File: src/cmac_pkg.sv
// Notes on behaviour
// - Sleep entered only when bus idle
// - Sleep entry shown by sleep_acknowledge high
// - Sleep request cannot set while wake flag set
// - Sleep ends by CPU clear or bus wake
// - Sleep request clear blocked until sleep entered
// - Init request aborts traffic, drops bus sync
// - Init entry shown by init_acknowledge high
// - Init entry resets listed registers, keeps states
// - Config registers writable only in init mode
// - Resync after init: 11 recessive, bus-off 128x
// - Init request clear blocked until init entered
// - Transmit pin recessive on init request
// - Transmit pin recessive in stop, wait-stop
// - Acceptance mode field selects filter organisation
// - Closed filter accepts no message
// - Read-only three-bit filter hit index
package cmac_pkg;
  localparam logic [7:0] OFS_CTL0  = 8'h00;
  localparam logic [7:0] OFS_CTL1  = 8'h04;
  localparam logic [7:0] OFS_BTR0  = 8'h08;
  localparam logic [7:0] OFS_BTR1  = 8'h0c;
  localparam logic [7:0] OFS_IDAC  = 8'h10;
  localparam logic [7:0] OFS_RFLG  = 8'h14;
  localparam logic [7:0] OFS_GEN   = 8'h18;
  localparam logic [7:0] OFS_CODE  = 8'h40;
  localparam logic [7:0] OFS_MASK  = 8'h60;
  localparam int         GEN_N     = 6;
  localparam int         GEN_TFLG  = 1;
  localparam int         BIT_INIT  = 0;
  localparam int         BIT_SLEEP = 1;
  localparam int         BIT_WAKE  = 2;
  localparam int         BIT_SIW   = 5;
  localparam int         BIT_WFLAG = 7;
  localparam int         BIT_AM    = 4;
  localparam logic [1:0] AM_CLOSED = 2'h3;
  localparam logic [7:0] RST_ZERO  = 8'h00;
  localparam logic [7:0] RST_TFLG  = 8'h07;
  localparam logic [7:0] RST_BTR   = 8'h00;
  localparam int         RECESSIVE_RUN = 11;
  localparam int         BUSOFF_RUNS   = 128;
  localparam logic [1:0] RESP_OKAY   = 2'h0;
  localparam logic [1:0] RESP_SLVERR = 2'h2;
  typedef enum logic [1:0] {
    MD_RUN   = 2'h0,
    MD_SLEEP = 2'h1,
    MD_INIT  = 2'h3
  } cmac_mode_t;
endpackage

File: src/cmac_mode_ctrl.sv
`timescale 1ns/1ps
`default_nettype none
module cmac_mode_ctrl
  import cmac_pkg::*;
#(
  parameter int RUN_LEN  = RECESSIVE_RUN,
  parameter int RUN_REPS = BUSOFF_RUNS
) (
  // Clock, reset, enable
  input  wire logic        aclk,
  input  wire logic        aresetn,
  input  wire logic        ce,
  // AXI4-Lite slave
  input  wire logic [7:0]  awaddr,
  input  wire logic        awvalid,
  output logic             awready,
  input  wire logic [31:0] wdata,
  input  wire logic [3:0]  wstrb,
  input  wire logic        wvalid,
  output logic             wready,
  output logic [1:0]       bresp,
  output logic             bvalid,
  input  wire logic        bready,
  input  wire logic [7:0]  araddr,
  input  wire logic        arvalid,
  output logic             arready,
  output logic [31:0]      rdata,
  output logic [1:0]       rresp,
  output logic             rvalid,
  input  wire logic        rready,
  // Protocol core status
  input  wire logic        rx_busy,
  input  wire logic        tx_busy,
  input  wire logic        bus_off,
  input  wire logic        bit_tick,
  input  wire logic        core_tx,
  input  wire logic [3:0]  rx_tx_state,
  input  wire logic        hit_valid,
  input  wire logic [2:0]  hit_index,
  // CPU power modes
  input  wire logic        cpu_stop,
  input  wire logic        cpu_wait,
  // Bus pins
  input  wire logic        can_rx_pin,
  output logic             transmit_pin,
  // Core control
  output logic             core_abort,
  output logic             bus_synced,
  output logic             accept_enable
);
  cmac_mode_t  mode_q;
  logic [7:0]  ctl0_q, ctl1_q, btr0_q, btr1_q, idac_q, rflg_q;
  logic [7:0]  gen_q [GEN_N];
  logic [7:0]  code_q [8];
  logic [7:0]  mask_q [8];
  logic        wr_rdy_q, bvalid_q, arready_q, rvalid_q;
  logic [1:0]  bresp_q, rresp_q;
  logic [31:0] rdata_q;
  logic        rx_meta_q, rx_sync_q, rx_prev_q;
  logic        tx_pin_q, abort_q, synced_q, acc_en_q;
  logic [3:0]  run_q;
  logic [7:0]  reps_q;
  logic        we, in_init, init_entry, wake_ev, sleep_ack, init_ack;
  logic [7:0]  wa, wd;

  function automatic logic map_ok(input logic [7:0] a);
    map_ok = (a[1:0] == 2'h0) && (a < (OFS_GEN + 8'(4 * GEN_N)) ||
             (a >= OFS_CODE && a < OFS_MASK + 8'h20));
  endfunction

  assign wa         = awaddr;
  assign wd         = wdata[7:0];
  assign we         = ce && wr_rdy_q && wstrb[0] && map_ok(wa);
  assign sleep_ack  = (mode_q == MD_SLEEP);
  assign init_ack   = (mode_q == MD_INIT);
  assign in_init    = ctl0_q[BIT_INIT] && init_ack;
  assign init_entry = ctl0_q[BIT_INIT] && !init_ack;
  assign wake_ev    = sleep_ack && ctl0_q[BIT_WAKE] && rx_prev_q && !rx_sync_q;

  assign awready = wr_rdy_q;
  assign wready  = wr_rdy_q;
  assign bvalid  = bvalid_q;
  assign bresp   = bresp_q;
  assign arready = arready_q;
  assign rvalid  = rvalid_q;
  assign rresp   = rresp_q;
  assign rdata   = rdata_q;
  assign transmit_pin  = tx_pin_q;
  assign core_abort    = abort_q;
  assign bus_synced    = synced_q;
  assign accept_enable = acc_en_q;

  // Write channel: address and data taken together
  always_ff @(posedge aclk) begin
    if (!aresetn) begin
      wr_rdy_q <= 1'b0;
      bvalid_q <= 1'b0;
      bresp_q  <= RESP_OKAY;
    end else if (ce) begin
      wr_rdy_q <= awvalid && wvalid && !wr_rdy_q && !bvalid_q;
      if (wr_rdy_q) begin
        bvalid_q <= 1'b1;
        bresp_q  <= map_ok(wa) ? RESP_OKAY : RESP_SLVERR;
      end else if (bready) begin
        bvalid_q <= 1'b0;
      end
    end
  end

  // Read channel
  always_ff @(posedge aclk) begin
    if (!aresetn) begin
      arready_q <= 1'b0;
      rvalid_q  <= 1'b0;
      rresp_q   <= RESP_OKAY;
      rdata_q   <= 32'h0;
    end else if (ce) begin
      arready_q <= arvalid && !arready_q && !rvalid_q;
      if (arready_q) begin
        rvalid_q <= 1'b1;
        rresp_q  <= map_ok(araddr) ? RESP_OKAY : RESP_SLVERR;
        rdata_q  <= 32'h0;
        if (!map_ok(araddr))
          rdata_q[7:0] <= 8'h00;
        else if (araddr >= OFS_MASK)
          rdata_q[7:0] <= mask_q[araddr[4:2]];
        else if (araddr >= OFS_CODE)
          rdata_q[7:0] <= code_q[araddr[4:2]];
        else if (araddr >= OFS_GEN)
          rdata_q[7:0] <= gen_q[3'(araddr[7:2] - OFS_GEN[7:2])];
        else
          unique case (araddr)
            OFS_CTL0: rdata_q[7:0] <= ctl0_q;
            OFS_CTL1: rdata_q[7:0] <= {ctl1_q[7:2], sleep_ack, init_ack};
            OFS_BTR0: rdata_q[7:0] <= btr0_q;
            OFS_BTR1: rdata_q[7:0] <= btr1_q;
            OFS_IDAC: rdata_q[7:0] <= idac_q;
            OFS_RFLG: rdata_q[7:0] <= rflg_q;
            default:  rdata_q[7:0] <= 8'h00;
          endcase
      end else if (rready) begin
        rvalid_q <= 1'b0;
      end
    end
  end

  // Mode sequencing
  always_ff @(posedge aclk) begin
    if (!aresetn) begin
      mode_q <= MD_RUN;
    end else if (ce) begin
      unique case (mode_q)
        MD_RUN:
          if (ctl0_q[BIT_INIT])
            mode_q <= MD_INIT;
          else if (ctl0_q[BIT_SLEEP] && !rx_busy && !tx_busy)
            mode_q <= MD_SLEEP;
        MD_SLEEP:
          if (ctl0_q[BIT_INIT])
            mode_q <= MD_INIT;
          else if (!ctl0_q[BIT_SLEEP])
            mode_q <= MD_RUN;
        MD_INIT:
          if (!ctl0_q[BIT_INIT])
            mode_q <= MD_RUN;
        default: mode_q <= MD_RUN;
      endcase
    end
  end

  // Control register zero and request handshakes
  always_ff @(posedge aclk) begin
    if (!aresetn) begin
      ctl0_q <= RST_ZERO;
    end else if (ce) begin
      if (we && wa == OFS_CTL0) begin
        ctl0_q[7:BIT_WAKE] <= wd[7:BIT_WAKE];
        if (wd[BIT_INIT] || in_init)
          ctl0_q[BIT_INIT] <= wd[BIT_INIT];
        if (wd[BIT_SLEEP] && !rflg_q[BIT_WFLAG])
          ctl0_q[BIT_SLEEP] <= 1'b1;
        else if (!wd[BIT_SLEEP] && ctl0_q[BIT_SLEEP] && sleep_ack)
          ctl0_q[BIT_SLEEP] <= 1'b0;
      end
      if (wake_ev)
        ctl0_q[BIT_SLEEP] <= 1'b0;
      if (init_entry)
        ctl0_q[7:3] <= RST_ZERO[7:3];
    end
  end

  // Init-protected configuration registers
  always_ff @(posedge aclk) begin
    if (!aresetn) begin
      ctl1_q <= RST_ZERO;
      btr0_q <= RST_BTR;
      btr1_q <= RST_BTR;
      idac_q <= RST_ZERO;
      for (int i = 0; i < 8; i++) begin
        code_q[i] <= RST_ZERO;
        mask_q[i] <= RST_ZERO;
      end
    end else if (ce) begin
      if (we && in_init) begin
        if (wa == OFS_CTL1) ctl1_q[7:2] <= wd[7:2];
        if (wa == OFS_BTR0) btr0_q <= wd;
        if (wa == OFS_BTR1) btr1_q <= wd;
        if (wa == OFS_IDAC) idac_q[BIT_AM+1:BIT_AM] <= wd[BIT_AM+1:BIT_AM];
        if (wa >= OFS_CODE && wa < OFS_MASK) code_q[wa[4:2]] <= wd;
        if (wa >= OFS_MASK) mask_q[wa[4:2]] <= wd;
      end
      if (hit_valid && idac_q[BIT_AM+1:BIT_AM] != AM_CLOSED)
        idac_q[2:0] <= hit_index;
    end
  end

  // Flag and enable registers
  always_ff @(posedge aclk) begin
    if (!aresetn) begin
      rflg_q <= RST_ZERO;
      for (int i = 0; i < GEN_N; i++)
        gen_q[i] <= (i == GEN_TFLG) ? RST_TFLG : RST_ZERO;
    end else if (ce) begin
      rflg_q[5:2] <= rx_tx_state;
      if (we && wa == OFS_RFLG && wd[BIT_WFLAG])
        rflg_q[BIT_WFLAG] <= 1'b0;
      if (we && wa >= OFS_GEN && wa < OFS_CODE)
        gen_q[3'(wa[7:2] - OFS_GEN[7:2])] <= wd;
      if (init_entry) begin
        rflg_q[BIT_WFLAG] <= 1'b0;
        for (int i = 0; i < GEN_N; i++)
          gen_q[i] <= (i == GEN_TFLG) ? RST_TFLG : RST_ZERO;
      end
      if (wake_ev)
        rflg_q[BIT_WFLAG] <= 1'b1;
    end
  end

  // Receive pin synchroniser
  always_ff @(posedge aclk) begin
    if (!aresetn) begin
      rx_meta_q <= 1'b1;
      rx_sync_q <= 1'b1;
      rx_prev_q <= 1'b1;
    end else if (ce) begin
      rx_meta_q <= can_rx_pin;
      rx_sync_q <= rx_meta_q;
      rx_prev_q <= rx_sync_q;
    end
  end

  // Bus integration after init
  always_ff @(posedge aclk) begin
    if (!aresetn) begin
      synced_q <= 1'b0;
      run_q    <= 4'h0;
      reps_q   <= 8'h0;
      abort_q  <= 1'b0;
    end else if (ce) begin
      abort_q <= init_entry;
      if (ctl0_q[BIT_INIT]) begin
        synced_q <= 1'b0;
        run_q    <= 4'h0;
        reps_q   <= 8'h0;
      end else if (bit_tick && !synced_q) begin
        if (!rx_sync_q) begin
          run_q <= 4'h0;
        end else if (run_q == 4'(RUN_LEN - 1)) begin
          run_q <= 4'h0;
          if (!bus_off || reps_q == 8'(RUN_REPS - 1))
            synced_q <= 1'b1;
          else
            reps_q <= reps_q + 8'h1;
        end else begin
          run_q <= run_q + 4'h1;
        end
      end
    end
  end

  // Transmit pin and acceptance enable
  always_ff @(posedge aclk) begin
    if (!aresetn) begin
      tx_pin_q <= 1'b1;
      acc_en_q <= 1'b0;
    end else if (ce) begin
      tx_pin_q <= (ctl0_q[BIT_INIT] || cpu_stop || (cpu_wait && ctl0_q[BIT_SIW]))
                  ? 1'b1 : core_tx;
      acc_en_q <= idac_q[BIT_AM+1:BIT_AM] != AM_CLOSED;
    end
  end
endmodule
`default_nettype wire

File: config.mk
export PLATFORM = sky130hd
export DESIGN_NAME = cmac_mode_ctrl
export DESIGN_NICKNAME = d
export VERILOG_FILES = /design/src/cmac_pkg.sv /design/src/cmac_mode_ctrl.sv
export SDC_FILE = /design/constraint.sdc
export NUM_CORES = 1
export LEC_CHECK = 0
export BUFFER_PORTS_ARGS = -buffer_cell sky130_fd_sc_hd__buf_4
export CORE_MARGIN = 3
export CORE_UTILIZATION = 50
export CTS_BUF_LIST = sky130_fd_sc_hd__clkbuf_16
export DETAILED_ROUTE_END_ITERATION = 10
export PLACE_DENSITY = 0.84
export SLEW_MARGIN = 10
export SYNTH_ARGS = -nofsm -noshare
export SYNTH_HDL_FRONTEND = slang
export SYNTH_SLANG_ARGS = --single-unit
File: constraint.sdc
create_clock -name aclk -period 2.2 [get_ports aclk]
set_input_delay 0.11 -clock aclk [delete_from_list [all_inputs] [get_ports aclk]]
set_output_delay 0.11 -clock aclk [all_outputs]
set_load 0.02 [all_outputs]
* Word level (Yosys, flattened, before mapping) *
Memory sizes are Yosys's and may differ from the RTL's.
Index checks and enable logic that the tools add are counted.
W data, S select, Z words.

word-level totals
  RAM bits = 176
  bits of input ports = 76
  register bits = 77
  logic and storage cells = 257
  memories kept = 3
  output and inout port bits = 45

memories
  memory  depth  bits a word  rd ports  clocked after memory_dff  write ports  RTL line              RTL
  code_q  8      8            1         0                         8            cmac_mode_ctrl.sv:54  logic [7:0] code_q [8];
  mask_q  8      8            1         0                         8            cmac_mode_ctrl.sv:55  logic [7:0] mask_q [8];
  gen_q   6      8            1         0                         6            cmac_mode_ctrl.sv:53  logic [7:0] gen_q [GEN_N];

cells by class
  equal/unequal tests = 25
  magnitude comparators = 12
  multiplexer cells = 75
  bitwise logic cells = 24
  $add $sub $neg = 4
  reduce and logical (&&, ||, !) cells = 86

operators with widths
  kind                  count
  $mux W8               19
  $pmux W8 S6           1
  $mux W1               39
  $eq A8 B4 Y1 const B  4
  $eq A8 B5 Y1 const B  4
  $ge A8 B7 Y1 const B  4
  $logic_and A1 B1 Y1   32
  $reduce_or A8 Y1      3
  $eq A3 B3 Y1 const B  6
  $reduce_and A2 Y1     9
  $reduce_and A3 Y1     6
  $eq A8 B3 Y1 const B  2
  $ge A8 B5 Y1 const B  2
  $logic_not A8 Y1      2
  $lt A8 B6 Y1 const B  2
  $lt A8 B7 Y1 const B  2
  $lt A8 B8 Y1 const B  2
  $mux W4               4
  $reduce_bool A2 Y1    8
  $mux W2               7
  $and A1 B1 Y1         12
  $logic_not A1 Y1      12
  $reduce_and A5 Y1     2
  $mux W3               3
  other kinds (17)      39

* Logic depth before layout (Yosys ltp) *
  depth in word-level cells = 19
  depth in mapped cells = 9
  depth with buffers taken out = 7

* Least setup slack after synthesis *
OpenSTA, ideal clock, no wires.

  path type = input to register
  start point = input awaddr[4]
  end point = memory gen_q[1][0], enable pin
  setup time = 334 ps
  path buffers = 1
  stages = 8
  arrival time = 1981 ps
  data required time = 1866 ps
  setup slack = -116 ps
  path through = clkbuf_1 inv_1 ha_1 nand2b_1 a211o_4 nor4b_4 and2_4 nand2b_1

RTL lines
  item         RTL line              RTL
  from (decl)  cmac_mode_ctrl.sv:14  input wire logic [7:0] awaddr,
  to (decl)    cmac_mode_ctrl.sv:53

==> out/results.ini <==
[clocking]
htree_levels=1
cts_tree=done
clock_latency_ns=0.53
root_buffer=clkbuf_16
tritoncts.num_buffers=28
clock_sinks=267
clk_pin_slew_ns=0.07
cts_buffer_depth=3

[setup_path]
crit_arrival_ns=2.34
max_stage_delay_ns=0.38
endpoint_kind=register
worstPathMaxFanout=5
rrSetupSlack_ns=0.11
setup.worst_path.class=register to register
cpMaxStageDelayCell=a211o_4
path_cells=a21boi_1, a211o_4, nor4b_4, buf_6, buf_4, nand2_1, nand2_1, buf_4
startpoint_type=register
required_ns=2.45

[route]
wl_per_cell_um=21.8
drt_iter0_markers=918
vias=8737
drtAntennaViolNets=0
drt-total-wl_mm=31.7
firstDrtPassIters=5
post-route-drc-count=0
via_per_inst=6.02

[power_and_ir_drop]
peakVddDrop_mv=0.578
leakagePower_nw=6.17
clkPwrFrac_pct=42.5
switching_power_w=0.00253
switching_share_pct=22.5
p_comb_share_pct=8.0
p_int_w=0.00873
pwr_density_cell_nw_per_um2=754
seq_power_share_pct=49.5

[floorplan]
fp.dieH_um=165
initial_core_util_pct=51.5
rows=57
ios=121
dieArea_sq_um=27400
die_w_um=165
core_sq_um=24700

[final_layout]
drive_above_1_share_pct=22.8
antennaDiodeCount=0
n_fill_cell=1843
synthToLayoutAreaGrowth_pct=17.5
layout.nets=1190
utilization_pct=60.5

[timing]
hold_viol=0
setup-violations-final=0
maxSlewViolCount=0
fmax_mhz=479
period_minus_slack_ns=2.09
finalCritPeriodShare_pct=95.0
tightest_slew_ns=0.794
max_slew_margin_pct=47.0
fin_setup_tns_ns=0
rsz0062_at_grt=false
hold_ws_ns=0.0152
fin_worst_skew_ns=0.0160

[synthesis]
syn_area_sq_um=12700
netlist_instances=1002
yosysUniqueCellTypes=68
synth_area_per_cell_sq_um=12.7
synthFlopType=edfxtp_1
synth_warnings=0
synth_edf_count=192
ys_seq_area_share_pct=57.2
synth_seq_cells=267
synthArstFlopShare_pct=0

[global_routing]
antenna_found_initial=0
grt_max_degree=60
grt_pass1_vias=8684
grt_usage_pct=23.3
grt_pass1_wl_mm=48.9
overflow=0

[run_status]
status=completed

[placed_design]
port_buffers=67
globalplace.congestion=0.937
dp_hpwl_mm=21.0

[hold_path]
worstHoldPathType=primary input to register

[run]
cap_violations=0

## cell usage in the layout (no fill, tap or decap), types with 6 or more instances in the layout
master,count
nor3_1,13
o22ai_1,6
buf_4,130
clkinv_1,6
xnor2_1,7
dlygate4sd3_1,20
inv_1,17
nand3_1,8
ha_1,8
clkbuf_16,29
and3_1,113
a311oi_1,7
nand2b_1,20
conb_1,26
clkinv_2,7
edfxtp_1,192
nor4_1,7
a22o_1,7
mux2i_1,65
mux4_2,49
nand4_1,7
dfxtp_1,73
a22oi_1,8
nand2_1,36
o221ai_1,8
nor2_1,75
o21ai_0,11
and2_1,74
a21oi_1,15
## flip-flops by register name (all words and copies together), names as in the netlist, 5 cells and up
name,flops
btr0_q,8
btr1_q,8
code_q,64
ctl0_q,8
ctl1_q,6
gen_q,64
idac_q,5
mask_q,64
rdata,8
reps_q,8
rflg_q,5
## area by class of cell
cell class | count | area, sq um | area share, %
clock buffer | 29 | 726 | 4.86
multi-input combinational | 638 | 4970 | 33.3
inverter | 15 | 56.3 | 0.377
sequential | 267 | 7270 | 48.7
tap | 324 | 405 | 2.72
clock inverter | 23 | 215 | 1.44
timing repair buffer | 156 | 1290 | 8.63
## metal layers
metal  track usage (%)  vias to the layer above  part of all wire [%]
li1                  -                     3901                     -
met1              31.1                     4294                    39
met2              37.9                      459                    48
met3              4.39                       83                   8.8
met4              9.64                        0                   4.1
met5                 0                        -                     0
## synthesized netlist by cell type (2+ instances only)
cell type / count / area share (%)
inv_1: 13 / 0.38
o22ai_1: 6 / 0.30
nand3_1: 8 / 0.32
xor2_1: 2 / 0.14
mux2i_1: 65 / 5.1
a22oi_1: 8 / 0.47
nor2_1: 75 / 2.2
buf_2: 14 / 0.55
edfxtp_1: 192 / 45
a221oi_1: 2 / 0.14
ha_1: 8 / 0.79
nor4_1: 7 / 0.34
nand4_1: 7 / 0.34
nor3b_1: 4 / 0.24
xnor2_1: 7 / 0.48
clkbuf_1: 56 / 1.7
clkbuf_2: 2 / 0.079
o2111ai_1: 2 / 0.14
nand2b_1: 22 / 1.1
a31oi_1: 2 / 0.098
a311oi_1: 7 / 0.48
nor3_1: 14 / 0.55
and2_1: 76 / 3.7
a21o_1: 9 / 0.53
o32ai_1: 3 / 0.21
a21oi_1: 16 / 0.63
buf_1: 4 / 0.12
clkinv_1: 2 / 0.059
nand2_1: 38 / 1.1
o221ai_1: 8 / 0.55
buf_4: 28 / 1.7
dfxtp_1: 75 / 12
and3_1: 113 / 5.6
mux4_2: 49 / 8.7
nor2b_1: 2 / 0.098
and3b_1: 2 / 0.14
o21ai_0: 11 / 0.43
nand4b_1: 2 / 0.14
a21boi_0: 2 / 0.12
a211oi_1: 3 / 0.18
a22o_1: 7 / 0.48
buf_6: 3 / 0.27
## stage by stage
| step | cell area [sq um] | total power (W) | std cells | worst slack [ns] |
|---|---|---|---|---|
| after CTS | 14900 | 0.0113 | 1451 | 0.0166 |
| after global placement | 13700 | 0.00650 | 1379 | -0.00307 |
| final | 14900 | 0.0113 | 1452 | 0.111 |
| after global routing | 14900 | 0.0116 | 1452 | 0.00471 |
| after floorplan | 12800 | 0.00620 | 1027 | 0.00609 |
| after detailed placement | 13700 | 0.00653 | 1379 | -0.0820 |
## power by group through the flow
stage / registers [W] / logic (W) / clock network (W)
global placement: 0.00567 / 0.000830 / 0
detailed placement: 0.00568 / 0.000850 / 0
finish: 0.00558 / 0.000901 / 0.00478
CTS: 0.00558 / 0.000887 / 0.00483
floorplan: 0.00566 / 0.000543 / 0
global route: 0.00559 / 0.000957 / 0.00505
## worst max-delay path: cells and delay by family (launching register included)
kind	cells	cell delay, ns
compound gates	2	0.56
flops	1	0.35
buf+inv	3	0.44
simple gates	3	0.45
## kinds of logic after synthesis
logic type	count (synthesis)	share of synthesized area, %
compound gates	97	5.59
xor+xnor	9	0.620
fa+ha+maj	8	0.788
buf+inv	122	4.77
flops	267	57.2
mux	114	13.8
other cells	1	0.0295
simple gates	384	17.2
## timing repair
action	in CTS	in global routing
endpoints found under the setup margin	36	90
gates resized for setup	6	9
setup buffers	0	1
endpoints found under the hold margin	21	0
cloned	0	0
pin swaps	0	0
hold buffers	20	0
## path summary, 6_finish.rpt
path	startpoint	end	cells past startpoint
hold / removal	arvalid	arready$_SDFFE_PN0P_	4
setup / recovery	ctl0_q[0]$_SDFFE_PN0P_	gen_q[3][5]$_SDFFCE_PN0P_	8
setup reg to reg	ctl0_q[0]$_SDFFE_PN0P_	gen_q[3][5]$_SDFFCE_PN0P_	8
hold reg to reg	core_abort$_SDFFE_PN0P_	core_abort$_SDFFE_PN0P_	2
(Power assumes the default switching activity.)
